$ cat config.mk
export PLATFORM = sky130hd
export DESIGN_NAME = ccr_top
export DESIGN_NICKNAME = d
export VERILOG_FILES = /design/src/shared/ccr_pkg.sv /design/src/hdl/ccr_top.sv /design/src/hdl/ccr_sync.sv /design/src/hdl/ccr_counter.sv
export VERILOG_INCLUDE_DIRS = /design/src /design/src/shared
export SDC_FILE = /design/constraint.sdc
export NUM_CORES = 1
export LEC_CHECK = 0
export ABC_AREA = 1
export BUFFER_PORTS_ARGS = -buffer_cell sky130_fd_sc_hd__clkbuf_2
export CAP_MARGIN = 20
export CORE_UTILIZATION = 40
export DETAILED_ROUTE_END_ITERATION = 7
export PLACE_DENSITY_LB_ADDON = 0.08
export SYNTH_ARGS = -nofsm -noshare
export SYNTH_HDL_FRONTEND = slang
export SYNTH_SLANG_ARGS = --single-unit
$ cat constraint.sdc
create_clock -name pclk -period 5.33 [get_ports pclk]
set_clock_uncertainty 0.15 [all_clocks]
set_input_delay 0.2665 -clock pclk [delete_from_list [all_inputs] [get_ports pclk]]
set_output_delay 0.2665 -clock pclk [all_outputs]
set_load 0.005 [all_outputs]
$ cat src/shared/ccr_defs.svh
// Overview of operation
// - output A low byte in bits 7:0
// - one count per prescaler-selected pulse group
// - addressed counter stops updating during access
// - high byte read snapshots low byte
// - low byte read returns the shadow
// - output B active counter at 0x15/0x16
// - output A high byte at 0x13
// - output B deep sleep counter at 0x17
`ifndef CCR_DEFS_SVH
`define CCR_DEFS_SVH

// ----------------------------------------
// register indices, byte address is index * 4
// ----------------------------------------
`define CCR_IDX_A_HIGH      6'h13
`define CCR_IDX_A_LOW       6'h14
`define CCR_IDX_B_ACT_HIGH  6'h15
`define CCR_IDX_B_ACT_LOW   6'h16
`define CCR_IDX_B_SLP_HIGH  6'h17
`define CCR_IDX_B_SLP_LOW   6'h18
`define CCR_IDX_CTRL        6'h20
`define CCR_IDX_STAT        6'h21

// ----------------------------------------
// fields and reset values
// ----------------------------------------
`define CCR_PRESC_MSB       2
`define CCR_PRESC_LSB       0
`define CCR_STAT_MODE_BIT   0
`define CCR_STAT_PA_BIT     1
`define CCR_STAT_PB_BIT     2
`define CCR_RST_BYTE        8'h00
`define CCR_RST_COUNT       16'h0000
`define CCR_RST_PRESC       3'h0
`define CCR_RST_WORD        32'h00000000
`define CCR_NUM_COUNTERS    3
`define CCR_SYNC_W          3

`endif

$ cat src/shared/ccr_pkg.sv
package ccr_pkg;
  typedef logic [7:0]  ccr_byte_t;
  typedef logic [15:0] ccr_count_t;
  typedef logic [5:0]  ccr_idx_t;
  typedef logic [2:0]  ccr_presc_t;
  typedef logic [31:0] ccr_word_t;
endpackage : ccr_pkg

$ cat src/hdl/ccr_top.sv
// Design decision made here: the APB interface to the registers.
`timescale 1ns/1ps
`include "ccr_defs.svh"
// ----------------------------------------
// charge counter readout, apb slave
// ----------------------------------------
module ccr_top (
  input  wire logic               pclk,
  input  wire logic               presetn,
  input  wire logic [7:0]         paddr,
  input  wire logic               psel,
  input  wire logic               penable,
  input  wire logic               pwrite,
  input  wire ccr_pkg::ccr_word_t pwdata,
  output ccr_pkg::ccr_word_t      prdata_q,
  output logic                    pready_q,
  output logic                    pslverr_q,
  input  wire logic               pulse_a,
  input  wire logic               pulse_b,
  input  wire logic               mode_deep_sleep
);
  // ----------------------------------------
  // pin synchronisation
  // ----------------------------------------
  logic [`CCR_SYNC_W-1:0] pins_s;

  ccr_sync #(.W(`CCR_SYNC_W)) u_sync (
    .pclk    (pclk),
    .presetn (presetn),
    .d       ({mode_deep_sleep, pulse_b, pulse_a}),
    .q       (pins_s)
  );

  logic pa_s;
  logic pb_s;
  logic sleep_s;
  assign pa_s    = pins_s[0];
  assign pb_s    = pins_s[1];
  assign sleep_s = pins_s[2];

  // ----------------------------------------
  // bus decode
  // ----------------------------------------
  ccr_pkg::ccr_idx_t   widx;
  logic                aligned;
  logic                acc_first;
  logic                acc_done;
  logic                ctrl_hit;
  logic                stat_hit;
  logic                mapped;
  logic                err;
  ccr_pkg::ccr_presc_t presc_q;

  assign widx      = paddr[7:2];
  assign aligned   = (paddr[1:0] == 2'h0);
  // one wait state lets read data leave a flop
  assign acc_first = psel & penable & ~pready_q;
  assign acc_done  = psel & penable & pready_q;
  assign ctrl_hit  = aligned & (widx == `CCR_IDX_CTRL);
  assign stat_hit  = aligned & (widx == `CCR_IDX_STAT);

  // ----------------------------------------
  // counters, shadows and read paths
  // ----------------------------------------
  ccr_pkg::ccr_count_t cnt      [`CCR_NUM_COUNTERS];
  ccr_pkg::ccr_byte_t  shadow_q [`CCR_NUM_COUNTERS];
  ccr_pkg::ccr_byte_t  rd_c     [`CCR_NUM_COUNTERS];
  logic [`CCR_NUM_COUNTERS-1:0] hi_hit;
  logic [`CCR_NUM_COUNTERS-1:0] lo_hit;
  logic [`CCR_NUM_COUNTERS-1:0] inh;
  logic [`CCR_NUM_COUNTERS-1:0] cen;
  logic [`CCR_NUM_COUNTERS-1:0] pin_of;

  // output a counts always; output b splits by energy mode
  assign cen    = {sleep_s, ~sleep_s, 1'b1};
  assign pin_of = {pb_s, pb_s, pa_s};

  genvar i;
  generate
    for (i = 0; i < `CCR_NUM_COUNTERS; i++) begin : g_cnt
      localparam ccr_pkg::ccr_idx_t HI = `CCR_IDX_A_HIGH + 6'(2 * i);
      localparam ccr_pkg::ccr_idx_t LO = HI + 6'h01;

      assign hi_hit[i] = aligned & (widx == HI);
      assign lo_hit[i] = aligned & (widx == LO);
      // hold through the whole transfer, setup phase included
      assign inh[i]    = psel & (hi_hit[i] | lo_hit[i]);
      assign rd_c[i]   = hi_hit[i] ? cnt[i][15:8] :
                         lo_hit[i] ? shadow_q[i] : `CCR_RST_BYTE;

      ccr_counter u_cnt (
        .pclk      (pclk),
        .presetn   (presetn),
        .pulse_lvl (pin_of[i]),
        .prescale  (presc_q),
        .count_en  (cen[i]),
        .inhibit   (inh[i]),
        .count_q   (cnt[i])
      );

      always_ff @(posedge pclk or negedge presetn) begin
        if (!presetn) begin
          shadow_q[i] <= `CCR_RST_BYTE;
        end else if (acc_first & ~pwrite & hi_hit[i]) begin
          shadow_q[i] <= cnt[i][7:0];
        end
      end

      property p_snap;
        @(posedge pclk) disable iff (!presetn)
        (acc_first && !pwrite && hi_hit[i]) |=>
          (shadow_q[i] == $past(cnt[i][7:0])) && (prdata_q[15:8] == 8'h00);
      endproperty
      a_snap: assert property (p_snap) else $error("shadow not taken on high read");

      property p_lo_rd;
        @(posedge pclk) disable iff (!presetn)
        (acc_first && !pwrite && lo_hit[i]) |=>
          prdata_q == {24'h0, $past(shadow_q[i])};
      endproperty
      a_lo_rd: assert property (p_lo_rd) else $error("low read not shadow");

      property p_hi_rd;
        @(posedge pclk) disable iff (!presetn)
        (acc_first && !pwrite && hi_hit[i]) |=>
          prdata_q == {24'h0, $past(cnt[i][15:8])};
      endproperty
      a_hi_rd: assert property (p_hi_rd) else $error("high read not live");

      property p_shd_keep;
        @(posedge pclk) disable iff (!presetn)
        !(acc_first && !pwrite && hi_hit[i]) |=> shadow_q[i] == $past(shadow_q[i]);
      endproperty
      a_shd_keep: assert property (p_shd_keep) else $error("shadow moved");

      property p_held;
        @(posedge pclk) disable iff (!presetn)
        (psel && (hi_hit[i] || lo_hit[i])) |=> cnt[i] == $past(cnt[i]);
      endproperty
      a_held: assert property (p_held) else $error("addressed counter moved");

      property p_mode_gate;
        @(posedge pclk) disable iff (!presetn)
        !cen[i] |=> cnt[i] == $past(cnt[i]);
      endproperty
      a_mode_gate: assert property (p_mode_gate) else $error("counter moved in other mode");

      // one rise at a prescale of one pulse must step the count by exactly one
      property p_step;
        @(posedge pclk) disable iff (!presetn)
        (cen[i] && !inh[i] && pin_of[i] && !$past(pin_of[i]) && presc_q == 3'h0) |=>
          cnt[i] == $past(cnt[i]) + 16'h0001;
      endproperty
      a_step: assert property (p_step) else $error("rise not counted once");
    end
  endgenerate

  ccr_pkg::ccr_byte_t cnt_byte;
  ccr_pkg::ccr_word_t rd_word;
  ccr_pkg::ccr_word_t stat_word;

  assign mapped    = (|hi_hit) | (|lo_hit) | ctrl_hit | stat_hit;
  // counter bytes are read only, a write to them is flagged
  assign err       = ~mapped | (pwrite & ~ctrl_hit);
  assign cnt_byte  = rd_c[0] | rd_c[1] | rd_c[2];
  assign stat_word = {29'h0, pb_s, pa_s, sleep_s};
  assign rd_word   = ctrl_hit ? {29'h0, presc_q} :
                     stat_hit ? stat_word : {24'h0, cnt_byte};

  // ----------------------------------------
  // bus response
  // ----------------------------------------
  always_ff @(posedge pclk or negedge presetn) begin
    if (!presetn) begin
      pready_q  <= 1'b0;
      pslverr_q <= 1'b0;
      prdata_q  <= `CCR_RST_WORD;
    end else begin
      pready_q  <= acc_first;
      pslverr_q <= acc_first & err;
      if (acc_first) begin
        prdata_q <= (pwrite | err) ? `CCR_RST_WORD : rd_word;
      end
    end
  end

  always_ff @(posedge pclk or negedge presetn) begin
    if (!presetn) begin
      presc_q <= `CCR_RST_PRESC;
    end else if (acc_done & pwrite & ctrl_hit) begin
      presc_q <= pwdata[`CCR_PRESC_MSB:`CCR_PRESC_LSB];
    end
  end

  // ----------------------------------------
  // checks
  // ----------------------------------------
  property p_a_low;
    @(posedge pclk) disable iff (!presetn)
    (acc_first && !pwrite && lo_hit[0]) |=> prdata_q == {24'h0, $past(shadow_q[0])};
  endproperty
  a_a_low: assert property (p_a_low) else $error("output a low read wrong");

  property p_low_shadow;
    @(posedge pclk) disable iff (!presetn)
    (acc_first && !pwrite && lo_hit[1]) |=> ##1 prdata_q[7:0] == $past(shadow_q[1], 2);
  endproperty
  a_low_shadow: assert property (p_low_shadow) else $error("low read not from shadow");

  property p_a_high;
    @(posedge pclk) disable iff (!presetn)
    (acc_first && !pwrite && paddr == 8'h4C) |=> pready_q && prdata_q == {24'h0, $past(cnt[0][15:8])};
  endproperty
  a_a_high: assert property (p_a_high) else $error("output a high read wrong");

  property p_b_act;
    @(posedge pclk) disable iff (!presetn)
    (acc_first && !pwrite && paddr == 8'h54) |=> prdata_q[7:0] == $past(cnt[1][15:8]);
  endproperty
  a_b_act: assert property (p_b_act) else $error("output b active high read wrong");

  property p_b_slp;
    @(posedge pclk) disable iff (!presetn)
    (acc_first && !pwrite && paddr == 8'h5C) |=> prdata_q[7:0] == $past(cnt[2][15:8]);
  endproperty
  a_b_slp: assert property (p_b_slp) else $error("output b sleep high read wrong");

  property p_inh;
    @(posedge pclk) disable iff (!presetn)
    (psel && paddr == 8'h50) |-> inh[0] && !inh[1] && !inh[2];
  endproperty
  a_inh: assert property (p_inh) else $error("addressed counter not held");

  // ----------------------------------------
  // bus, prescaler and pin sync checks
  // ----------------------------------------
  property p_upper_zero;
    @(posedge pclk) disable iff (!presetn)
    prdata_q[31:8] == 24'h000000;
  endproperty
  a_upper_zero: assert property (p_upper_zero) else $error("read data above byte not zero");

  property p_rdy_wait;
    @(posedge pclk) disable iff (!presetn)
    acc_first |=> pready_q;
  endproperty
  a_rdy_wait: assert property (p_rdy_wait) else $error("ready not after one wait");

  property p_rdy_pulse;
    @(posedge pclk) disable iff (!presetn)
    pready_q |=> !pready_q;
  endproperty
  a_rdy_pulse: assert property (p_rdy_pulse) else $error("ready held over one cycle");

  property p_err_rdy;
    @(posedge pclk) disable iff (!presetn)
    pslverr_q |-> pready_q && prdata_q == 32'h00000000;
  endproperty
  a_err_rdy: assert property (p_err_rdy) else $error("error without ready or with data");

  property p_ro_write;
    @(posedge pclk) disable iff (!presetn)
    (acc_first && pwrite && !ctrl_hit) |=> pslverr_q;
  endproperty
  a_ro_write: assert property (p_ro_write) else $error("write to read only not refused");

  property p_unmapped;
    @(posedge pclk) disable iff (!presetn)
    (acc_first && !mapped) |=> pslverr_q && prdata_q == 32'h00000000;
  endproperty
  a_unmapped: assert property (p_unmapped) else $error("unmapped access not refused");

  property p_err_clear;
    @(posedge pclk) disable iff (!presetn)
    (acc_first && !err) |=> !pslverr_q;
  endproperty
  a_err_clear: assert property (p_err_clear) else $error("error on a legal access");

  property p_presc_set;
    @(posedge pclk) disable iff (!presetn)
    (acc_done && pwrite && ctrl_hit) |=>
      presc_q == $past(pwdata[`CCR_PRESC_MSB:`CCR_PRESC_LSB]);
  endproperty
  a_presc_set: assert property (p_presc_set) else $error("prescaler write lost");

  property p_presc_keep;
    @(posedge pclk) disable iff (!presetn)
    !(acc_done && pwrite && ctrl_hit) |=> presc_q == $past(presc_q);
  endproperty
  a_presc_keep: assert property (p_presc_keep) else $error("prescaler moved");

  property p_presc_rd;
    @(posedge pclk) disable iff (!presetn)
    (acc_first && !pwrite && ctrl_hit) |=> prdata_q == {29'h0, $past(presc_q)};
  endproperty
  a_presc_rd: assert property (p_presc_rd) else $error("prescaler read wrong");

  // read data must stand until the next access, software may sample late
  property p_data_keep;
    @(posedge pclk) disable iff (!presetn)
    !acc_first |=> prdata_q == $past(prdata_q);
  endproperty
  a_data_keep: assert property (p_data_keep) else $error("read data moved between reads");

  property p_sync_lat;
    @(posedge pclk) disable iff (!presetn)
    (pa_s == $past(pulse_a, 2)) && (pb_s == $past(pulse_b, 2)) &&
      (sleep_s == $past(mode_deep_sleep, 2));
  endproperty
  a_sync_lat: assert property (p_sync_lat) else $error("pin sync latency not two");
endmodule : ccr_top

$ cat src/hdl/ccr_sync.sv
`timescale 1ns/1ps
// ----------------------------------------
// two flop synchroniser for pin levels
// ----------------------------------------
module ccr_sync #(
  parameter int W = 1
) (
  input  wire logic         pclk,
  input  wire logic         presetn,
  input  wire logic [W-1:0] d,
  output logic      [W-1:0] q
);
  logic [W-1:0] meta_q;

  always_ff @(posedge pclk or negedge presetn) begin
    if (!presetn) begin
      meta_q <= '0;
      q      <= '0;
    end else begin
      meta_q <= d;
      q      <= meta_q;
    end
  end
endmodule : ccr_sync

$ cat src/hdl/ccr_counter.sv
`timescale 1ns/1ps
`include "ccr_defs.svh"
// ----------------------------------------
// prescaled 16-bit charge counter with hold
// ----------------------------------------
module ccr_counter (
  input  wire logic                pclk,
  input  wire logic                presetn,
  input  wire logic                pulse_lvl,
  input  wire ccr_pkg::ccr_presc_t prescale,
  input  wire logic                count_en,
  input  wire logic                inhibit,
  output ccr_pkg::ccr_count_t      count_q
);
  logic       pulse_q;
  logic [6:0] pre_q;
  logic [7:0] lim;
  logic [6:0] lim_m1;
  logic       tick;
  logic       wrap;

  assign lim    = 8'h01 << prescale;
  assign lim_m1 = lim[6:0] - 7'h01;
  // pulses seen while held are dropped, never queued: software must keep accesses short
  assign tick   = pulse_lvl & ~pulse_q & count_en & ~inhibit;
  assign wrap   = tick & (pre_q >= lim_m1);

  always_ff @(posedge pclk or negedge presetn) begin
    if (!presetn) begin
      pulse_q <= 1'b0;
      pre_q   <= 7'h00;
      count_q <= `CCR_RST_COUNT;
    end else begin
      pulse_q <= pulse_lvl;
      if (wrap) begin
        pre_q   <= 7'h00;
        count_q <= count_q + 16'h0001;
      end else if (tick) begin
        pre_q   <= pre_q + 7'h01;
      end
    end
  end

  // ----------------------------------------
  // checks
  // ----------------------------------------
  property p_hold;
    @(posedge pclk) disable iff (!presetn)
    inhibit |=> count_q == $past(count_q);
  endproperty
  a_hold: assert property (p_hold) else $error("counter moved while held");

  property p_unit;
    @(posedge pclk) disable iff (!presetn)
    (count_q != $past(count_q)) |-> (count_q == $past(count_q) + 16'h0001) && $past(wrap);
  endproperty
  a_unit: assert property (p_unit) else $error("counter step not one prescaled unit");

  property p_resume;
    @(posedge pclk) disable iff (!presetn)
    ($fell(inhibit) && wrap) |=> count_q == $past(count_q) + 16'h0001;
  endproperty
  a_resume: assert property (p_resume) else $error("no resume from held value");
endmodule : ccr_counter

# Word-level counts from Yosys, hierarchy flattened
# Index checks and enable logic that the tools add are counted.
[word_totals]
register_bits = 138
latch_bits = 0
romBits = 0
ramBits = 0
in_bits = 48
wordCells = 109
n_memories = 0
[op_classes]
reduce_logical = 6
mux = 15
n_bitwise = 52
n_div = 0
n_mul = 0
magnitude_cmp = 3
n_eq_ne = 8
n_shift = 1
add_sub_neg = 7
[op_table]
columns = ["op", "count"]
rows = [
  ["two-way mux 8 bit", 9],
  ["adder 16 x 1 -> 16 bit, second input constant", 3],
  ["two-way mux 7 bit", 6],
  ["equality test 6 x 5 -> 1 bit, second input constant", 6],
  ["AND 1 bit", 32],
  ["adder 7 x 1 -> 7 bit, second input constant", 3],
  ["greater-or-equal comparator 7 bit", 3],
  ["OR 8 bit", 2],
  ["equality test 6 bit, second input constant", 2],
  ["inverter 1 bit", 10],
  ["OR 1 bit", 8],
  ["<< shifter 1 x 3 -> 7 bit, first input constant", 1],
  ["subtractor 7 x 1 -> 7 bit, second input constant", 1],
  ["nonzero test 2 bit", 3],
  ["OR reduction 3 bit", 2],
  ["zero test 2 bit", 1],
]

# Longest topological paths before layout
# Gate-level depths: netlist (run 1).
[logic_depth]
depth_word = 10
depth_mapped = 15
ltp_nobuf = 13

# Hierarchy
# Synthesis (run 1) repeated with hierarchy kept, for this count alone.
[unflattened]
cells_unflattened = 1005
hier_area_um2 = 7622.3
[modules_own_cells]
columns = ["module", "n_inst", "seq_area_each_um2", "cells_each", "area_each_um2"]
rows = [
  ["ccr_counter", 3, 600.6, 238, 1721.7],
  ["ccr_top", 1, 925.9, 285, 2307.2],
  ["ccr_sync", 1, 150.1, 6, 150.1],
]

# Worst setup path before layout (run 1)
# OpenSTA, ideal clock, no wires.
[synth_path]
path_type = "flip-flop to flip-flop"
from = "register presc_q[2]"
to = "register g_cnt[2].u_cnt.count_q[12]"
stages_incl_launch_ff = 12
setup_slack_ps = 3158
arrival_ps = 1905
setup_ps = 117
path_cell_list = "dfrtp_1 -> nor2_1 -> nand2_1 -> ha_1 -> o21ai_0 -> nand3b_1 -> nand2_1 -> a21oi_4 -> nand2_4 -> buf_6 -> nand2_1 -> nand2_1"
[synth_between]
elab_chain_cells = 4
[synth_rtl]
columns = ["element", "line", "rtl"]
rows = [
  ["from (decl)", "ccr_top.sv:52", "ccr_pkg::ccr_presc_t presc_q;"],
  ["from (signal assigned)", "ccr_top.sv:189", "presc_q <= `CCR_RST_PRESC;"],
  ["from (signal assigned)", "ccr_top.sv:191", "presc_q <= pwdata[`CCR_PRESC_MSB:`CCR_PRESC_LSB];"],
  ["<< shifter 1 x 3 -> 7 bit", "ccr_counter.sv:22", "assign lim = 8'h01 << prescale;"],
  ["subtractor 7 x 1 -> 7 bit", "ccr_counter.sv:23", "assign lim_m1 = lim[6:0] - 7'h01;"],
  ["greater-or-equal comparator 7 bit", "ccr_counter.sv:26", "assign wrap = tick & (pre_q >= lim_m1);"],
  ["AND 1 bit", "ccr_counter.sv:26", ""],
  ["to (signal assigned)", "ccr_counter.sv:32", "count_q <= `CCR_RST_COUNT;"],
  ["to (signal assigned)", "ccr_counter.sv:37", "count_q <= count_q + 16'h0001;"],
  ["to (decl)", "ccr_counter.sv:13", "output ccr_pkg::ccr_count_t count_q"],
]
# Every way passes these cells.
# A chain may end at the register's enable or synchronous reset.

# Worst setup path after layout (run 1)
[layout_path]
from = "register presc_q[1]"
to = "register g_cnt[1].u_cnt.count_q[5]"
[layout_between]
elab_chain_cells = 4
[layout_rtl]
columns = ["element", "line"]
rows = [
  ["<< shifter 1 x 3 -> 7 bit", "ccr_counter.sv:22"],
  ["subtractor 7 x 1 -> 7 bit", "ccr_counter.sv:23"],
  ["greater-or-equal comparator 7 bit", "ccr_counter.sv:26"],
  ["AND 1 bit", "ccr_counter.sv:26"],
  ["to (signal assigned)", "ccr_counter.sv:32"],
  ["to (signal assigned)", "ccr_counter.sv:37"],
  ["to (decl)", "ccr_counter.sv:13"],
]
# Every way passes these cells.

==> flow_metrics.tcl, run 1 <==
set metrics [dict create \
    pwr-share-seq 0.412 \
    ctsHoldBuffers 7 \
    synth_area_sq_mm 0.00704 \
    drv_cap 0 \
    synth-seq-cells 114 \
    clock_latency_ns 0.43 \
    start_util 0.408 \
    cts_buffers 17 \
    hold_depth 3 \
    cts_setup_buffers 0 \
    path_class "flop to flop" \
    ir_worst_vdd_mv 0.214 \
    dieArea_sq_mm 0.0181 \
    final_cell_mix "nand2_1, dfrtp_1, nand3_1" \
    core-area_sq_mm 0.0172 \
    grt_pass1_wl_mm 28.0 \
    worst_pin_slew_ns 0.814 \
    p_sw_mw 0.597 \
    p_comb_frac 0.086 \
    internal_power_mw 1.75 \
    seq_area_frac_synth 0.405 \
    rsz0062_at_grt "no" \
    firstDrtPassIters 5 \
    drv_slew 0 \
    cp.arrival_ns 3.32 \
    numClockSinks 114 \
    finalCritPeriodShare 0.591 \
    leakage_nw 4.11 \
    setup_viol 0 \
    finalWorstSetupSlack_ns 2.18 \
    area_growth_pct 12.8 \
    wirelength_mm 17.0 \
    port_buffers 28 \
    cts-root-buf "clkbuf_16" \
    slew_headroom 0.457 \
    drive_gt1_frac 0.0992 \
    crit_fanout 20 \
    r2r_slack_ns 2.18 \
    switching_share 0.254 \
    htree_levels 4 \
    n_antenna_cell 0 \
    clk_path_buf_depth 2 \
    wl_per_cell_um 14.3 \
    yosysUniqueCellTypes 40 \
    hold_viol_final 0 \
    antenna_found_initial 0 \
    rr_worst_depth 11 \
    tns_ns 0 \
    layout_commonest_cell "nand2_1" \
    dieWidth_um 135 \
    drc_errors 0 \
    powerDensity_mw_per_mm2 296 \
    grt_max_degree 63 \
    gr-total-overflow 0 \
    via_per_inst 4.86 \
    min_period_ns 3.15 \
    syn_avg_cell_area_sq_um 7.64 \
    synth_cells 921 \
    ant_nets 0 \
    grt.total_usage 0.202 \
    end_kind "flop" \
    cts_resized 0 \
    nets 1025 \
    vias 5793 \
    cts_tree "built" \
    routabilityCongestion 0.817 \
    ios 82 \
    placementRows 48 \
    outcome "finished, final reports clean" \
    finish.utilization 0.460 \
    clk_pin_slew_ns 0.05 \
    crit_required_ns 5.50 \
    max_clock_freq_ghz 0.318 \
    dp_hpwl_mm 12.3 \
    yosys_warnings 0 \
    pre_cts_ws_ns 2.02 \
    drt_iter0_markers 348 \
    die_h_um 135 \
    grt_pass1_vias 5505 \
    hp-class "input port to flop" \
    pwr-share-clk 0.502 \
    critPathLaunchType "flop" \
]
state kept, by name, indices dropped and copies added, names as in the netlist:
signal               flops
g_cnt.u_cnt.count_q     48
g_cnt.u_cnt.pre_q       21
g_cnt.u_cnt.pulse_q      2
prdata_q                 8
pready_q                 1
presc_q                  3
pslverr_q                1
shadow_q                24
u_sync.meta_q            3
u_sync.q                 3
final timing paths:
kind	start	to
worst max-delay path	presc_q[1]	g_cnt[1].u_cnt.count_q[5]
worst min-delay path	penable	pready_q
worst max register to register	presc_q[1]	g_cnt[1].u_cnt.count_q[5]
worst min register to register	u_sync.meta_q[2]	u_sync.q[2]
max in group asynchronous	presetn	u_sync.q[2]
min in group asynchronous	presetn	g_cnt[1].u_cnt.count_q[2]
final cells by class:
type / instances / area (sq um)
well taps: 225 / 282
clock inverters: 10 / 133
inverters: 85 / 319
flip-flops and latches: 114 / 2850
multi-input cells: 702 / 3660
repair buffers: 36 / 220
clock buffers: 21 / 470
fillers: 1712 / 9300
cells in the mapped netlist (all sizes together):
cell type    n  area (sq um)
nand2      312          1200
dfrtp      114          2850
nand3      101           521
inv         84           315
nor2        76           338
buf         41           283
xor2        41           359
nand4       35           219
o21ai       28           151
ha          21           263
xnor2       16           140
nor3        14          81.3
nand3b      11          82.6
a21oi        9          60.1
mux2         5          56.3
a21boi       2          26.3
a21o         2          15.0
clkbuf       2          7.51
o21bai       2          26.3
clkinv       1          3.75
conb         1          3.75
nor3b        1          12.5
o21a         1          7.51
o21ba        1          10.0
power groups by stage:
stage                     clock network, mW  logic [mW]  registers (mW)
after floorplan                           0       0.158           0.964
after global placement                    0       0.199           0.983
after detailed placement                  0       0.201           0.982
after CTS                              1.20       0.206           0.968
after global routing                   1.24       0.241           0.976
final                                  1.18       0.202           0.967
cells by family after synthesis:
logic type / count (synthesis) / share of synthesized area
AO/OA/AOI/OAI: 45 / 0.0422
XOR/XNOR: 57 / 0.0710
buffers and inverters: 128 / 0.0866
multiplexers: 5 / 0.00800
AND/OR/NAND/NOR: 550 / 0.349
other: 1 / 0.000533
adder cells (fa/ha/maj): 21 / 0.0373
flip-flops: 114 / 0.405
routing by layer:
| layer | global-route usage | wire length (um) |
|---|---|---|
| met3 | 0.0409 | 576 |
| met4 | 0.0674 | 221 |
| met5 | 0 | 0 |
| met2 | 0.318 | 7760 |
| met1 | 0.276 | 8470 |
stage by stage:
| step | hold slack (ns) | cell area, sq um | power (mW) | std cells |
|---|---|---|---|---|
| after floorplan | -0.179 | 7120 | 1.12 | 944 |
| after global placement | 0.183 | 7260 | 1.18 | 1155 |
| after detailed placement | 0.189 | 7260 | 1.18 | 1155 |
| after CTS | 0.0420 | 7940 | 2.38 | 1193 |
| after global routing | 0.0685 | 7940 | 2.45 | 1193 |
| final | 0.0612 | 7940 | 2.35 | 1193 |
critical path, cell delays in order (launching register included):
cell and delay (ns):
dfrtp_1 0.48, nor2_1 0.31, nand2_1 0.18, ha_1 0.30, o21ai_0 0.08, nand3_1 0.09, nand2_1 0.05, nand2_1 0.05
nand2_1 0.04, nand2_1 0.41, nand2_1 0.56, o21ai_0 0.33
No activity file was read; power rests on OpenSTA's default activity.
==> run 2, diff against run 1 <==
clock period = 2.6 ns   (was 5.33 ns; I/O delays follow)
==> run 2 against run 1 <==
Total power up 100%. Highest routed layer unchanged. Hold slack better by 0.054 ns. Sequential cell count unchanged. Routed wire length up 0.13%. Core utilization up 0.87 points.
==> flow_metrics.tcl, run 2 (synthesis gave the netlist of run 1 again) <==
set metrics [dict create \
    outcome "finished, final reports clean" \
    slew_headroom 0.534 \
    fillCellCount 1746 \
    crit_required_ns 2.76 \
    antenna_found_initial 0 \
    cts-root-buf "clkbuf_16" \
    dieWidth_um 135 \
    min_period_ns 2.48 \
    rr_worst_depth 11 \
    cp.arrival_ns 2.64 \
    ios 82 \
    clock_latency_ns 0.42 \
    r2r_slack_ns 0.29 \
    cts_tree "built" \
    grt.total_usage 0.205 \
    firstDrtPassIters 5 \
    max_clock_freq_ghz 0.404 \
    nets 1044 \
    rsz0062_at_grt "yes" \
    gr-total-overflow 0 \
    core-area_sq_mm 0.0172 \
    hold_viol_final 0 \
    drt_iter0_markers 312 \
    clk_path_buf_depth 2 \
    critPathLaunchType "input port" \
    crit_fanout 14 \
    end_kind "flop" \
    reg2reg_from "presc_q[1]" \
    dp_hpwl_mm 12.6 \
    worst_pin_slew_ns 0.697 \
    grt_pass1_wl_mm 28.5 \
    grt_pass1_vias 5606 \
    regMostFlops "g_cnt.u_cnt.count_q" \
    hp-class "input port to async pin" \
    drc_errors 0 \
    routabilityCongestion 0.854 \
    startpoint "penable" \
    via_per_inst 4.83 \
    largest_reg_flops 48 \
    numClockSinks 114 \
    port_buffers 28 \
    htree_levels 4 \
    start_util 0.408 \
    timing.critical_path.to "shadow_q[4]" \
    finalPower_mw 4.74 \
    fin_area_sq_mm 0.00809 \
    area_growth_pct 14.9 \
    ant_nets 0 \
    placed_cell_area_sq_mm 0.00740 \
    timing.hold.ws_ns 0.115 \
    drive_gt1_frac 0.117 \
    tns_ns 0 \
    powerDensity_mw_per_mm2 587 \
    finish.utilization 0.469 \
    drv_cap 0 \
    setup_viol 0 \
    grt_max_degree 48 \
    path_class "input port to flop" \
    reg.largest.list "g_cnt.u_cnt.count_q x48, shadow_q x24, g_cnt.u_cnt.pre_q x21" \
    cts_buffers 17 \
    die_h_um 135 \
    dieArea_sq_mm 0.0181 \
    wl_per_cell_um 14.1 \
    drv_slew 0 \
    placementRows 48 \
    wirelength_mm 17.1 \
    ir_worst_vdd_mv 0.645 \
    final_cell_mix "nand2_1, dfrtp_1, nand3_1" \
    layout_commonest_cell "nand2_1" \
    finalCritPeriodShare 0.953 \
    leakage_nw 4.17 \
    vias 5853 \
    n_antenna_cell 0 \
    clk_pin_slew_ns 0.06 \
    r2r_end "g_cnt[0].u_cnt.count_q[7]" \
]
## run 2: changes by cell type in the layout (fill, tap and decap cells not counted), moves of 2 or more
cell,previous run,this run
clkinv_2,4,1
inv_6,0,2
clkbuf_8,3,0
buf_4,2,17
clkinvlp_4,3,7
clkinv_4,0,3
dlygate4sd3_1,7,10
## run 2: layout make-up
cell class                 count  area (sq um)  area share
inverter                      85           319      0.0395
sequential                   114          2850       0.353
timing repair buffer          55           383      0.0473
multi-input combinational    702          3660       0.453
tap                          225           282      0.0348
clock buffer                  17           425      0.0526
clock inverter                15           161      0.0200
## run 2: critical path, cell delays in order
cell and delay (ns):
dlygate4sd3_1 0.52, clkbuf_2 0.12, nand2_1 0.08, dlygate4sd3_1 0.61, nor2_4 0.15, clkinv_1 0.11, nor2_2 0.21, nand2_1 0.33
mux2_2 0.37
## run 2: layer usage
layer	wire, um	global-route usage	up-vias
li1	-	-	3024
met1	8510	0.281	2717
met2	7790	0.323	95
met3	522	0.0402	17
met4	230	0.0693	0
met5	0	0	-
## run 2: where the power goes
| group | switching [mW] | total, mW | internal [mW] | leakage [nW] |
|---|---|---|---|---|
| registers | 0.123 | 1.98 | 1.86 | 1.54 |
| logic | 0.261 | 0.434 | 0.172 | 2.37 |
| clock network | 0.914 | 2.33 | 1.41 | 0.264 |
## run 2: stage by stage
step | instances | setup WS (ns)
6_report | 1213 | 0.123
5_1_grt | 1213 | -0.0910
4_1_cts | 1213 | 0.0815
3_5_place_dp | 1171 | 0.201
3_3_place_gp | 1171 | 0.203
2_1_floorplan | 944 | 0.428
## run 2: what timing repair did
action,4_1_cts,5_1_grt
hold endpoints to repair,53,0
hold buffers,10,0
gates resized for setup,0,2
setup endpoints to repair,0,26
setup buffers,0,0
## run 2: how the worst min path moves through the flow
stage                     startpoint                        end  slack [ns]
after floorplan              presetn  g_cnt[0].u_cnt.count_q[0]       -0.32
after global placement       presetn  g_cnt[1].u_cnt.count_q[2]        0.04
after detailed placement     presetn  g_cnt[1].u_cnt.count_q[2]        0.05
after CTS                       psel    g_cnt[2].u_cnt.pre_q[1]        0.09
after global routing            psel    g_cnt[2].u_cnt.pre_q[3]        0.13
final                        presetn  g_cnt[1].u_cnt.count_q[2]        0.12
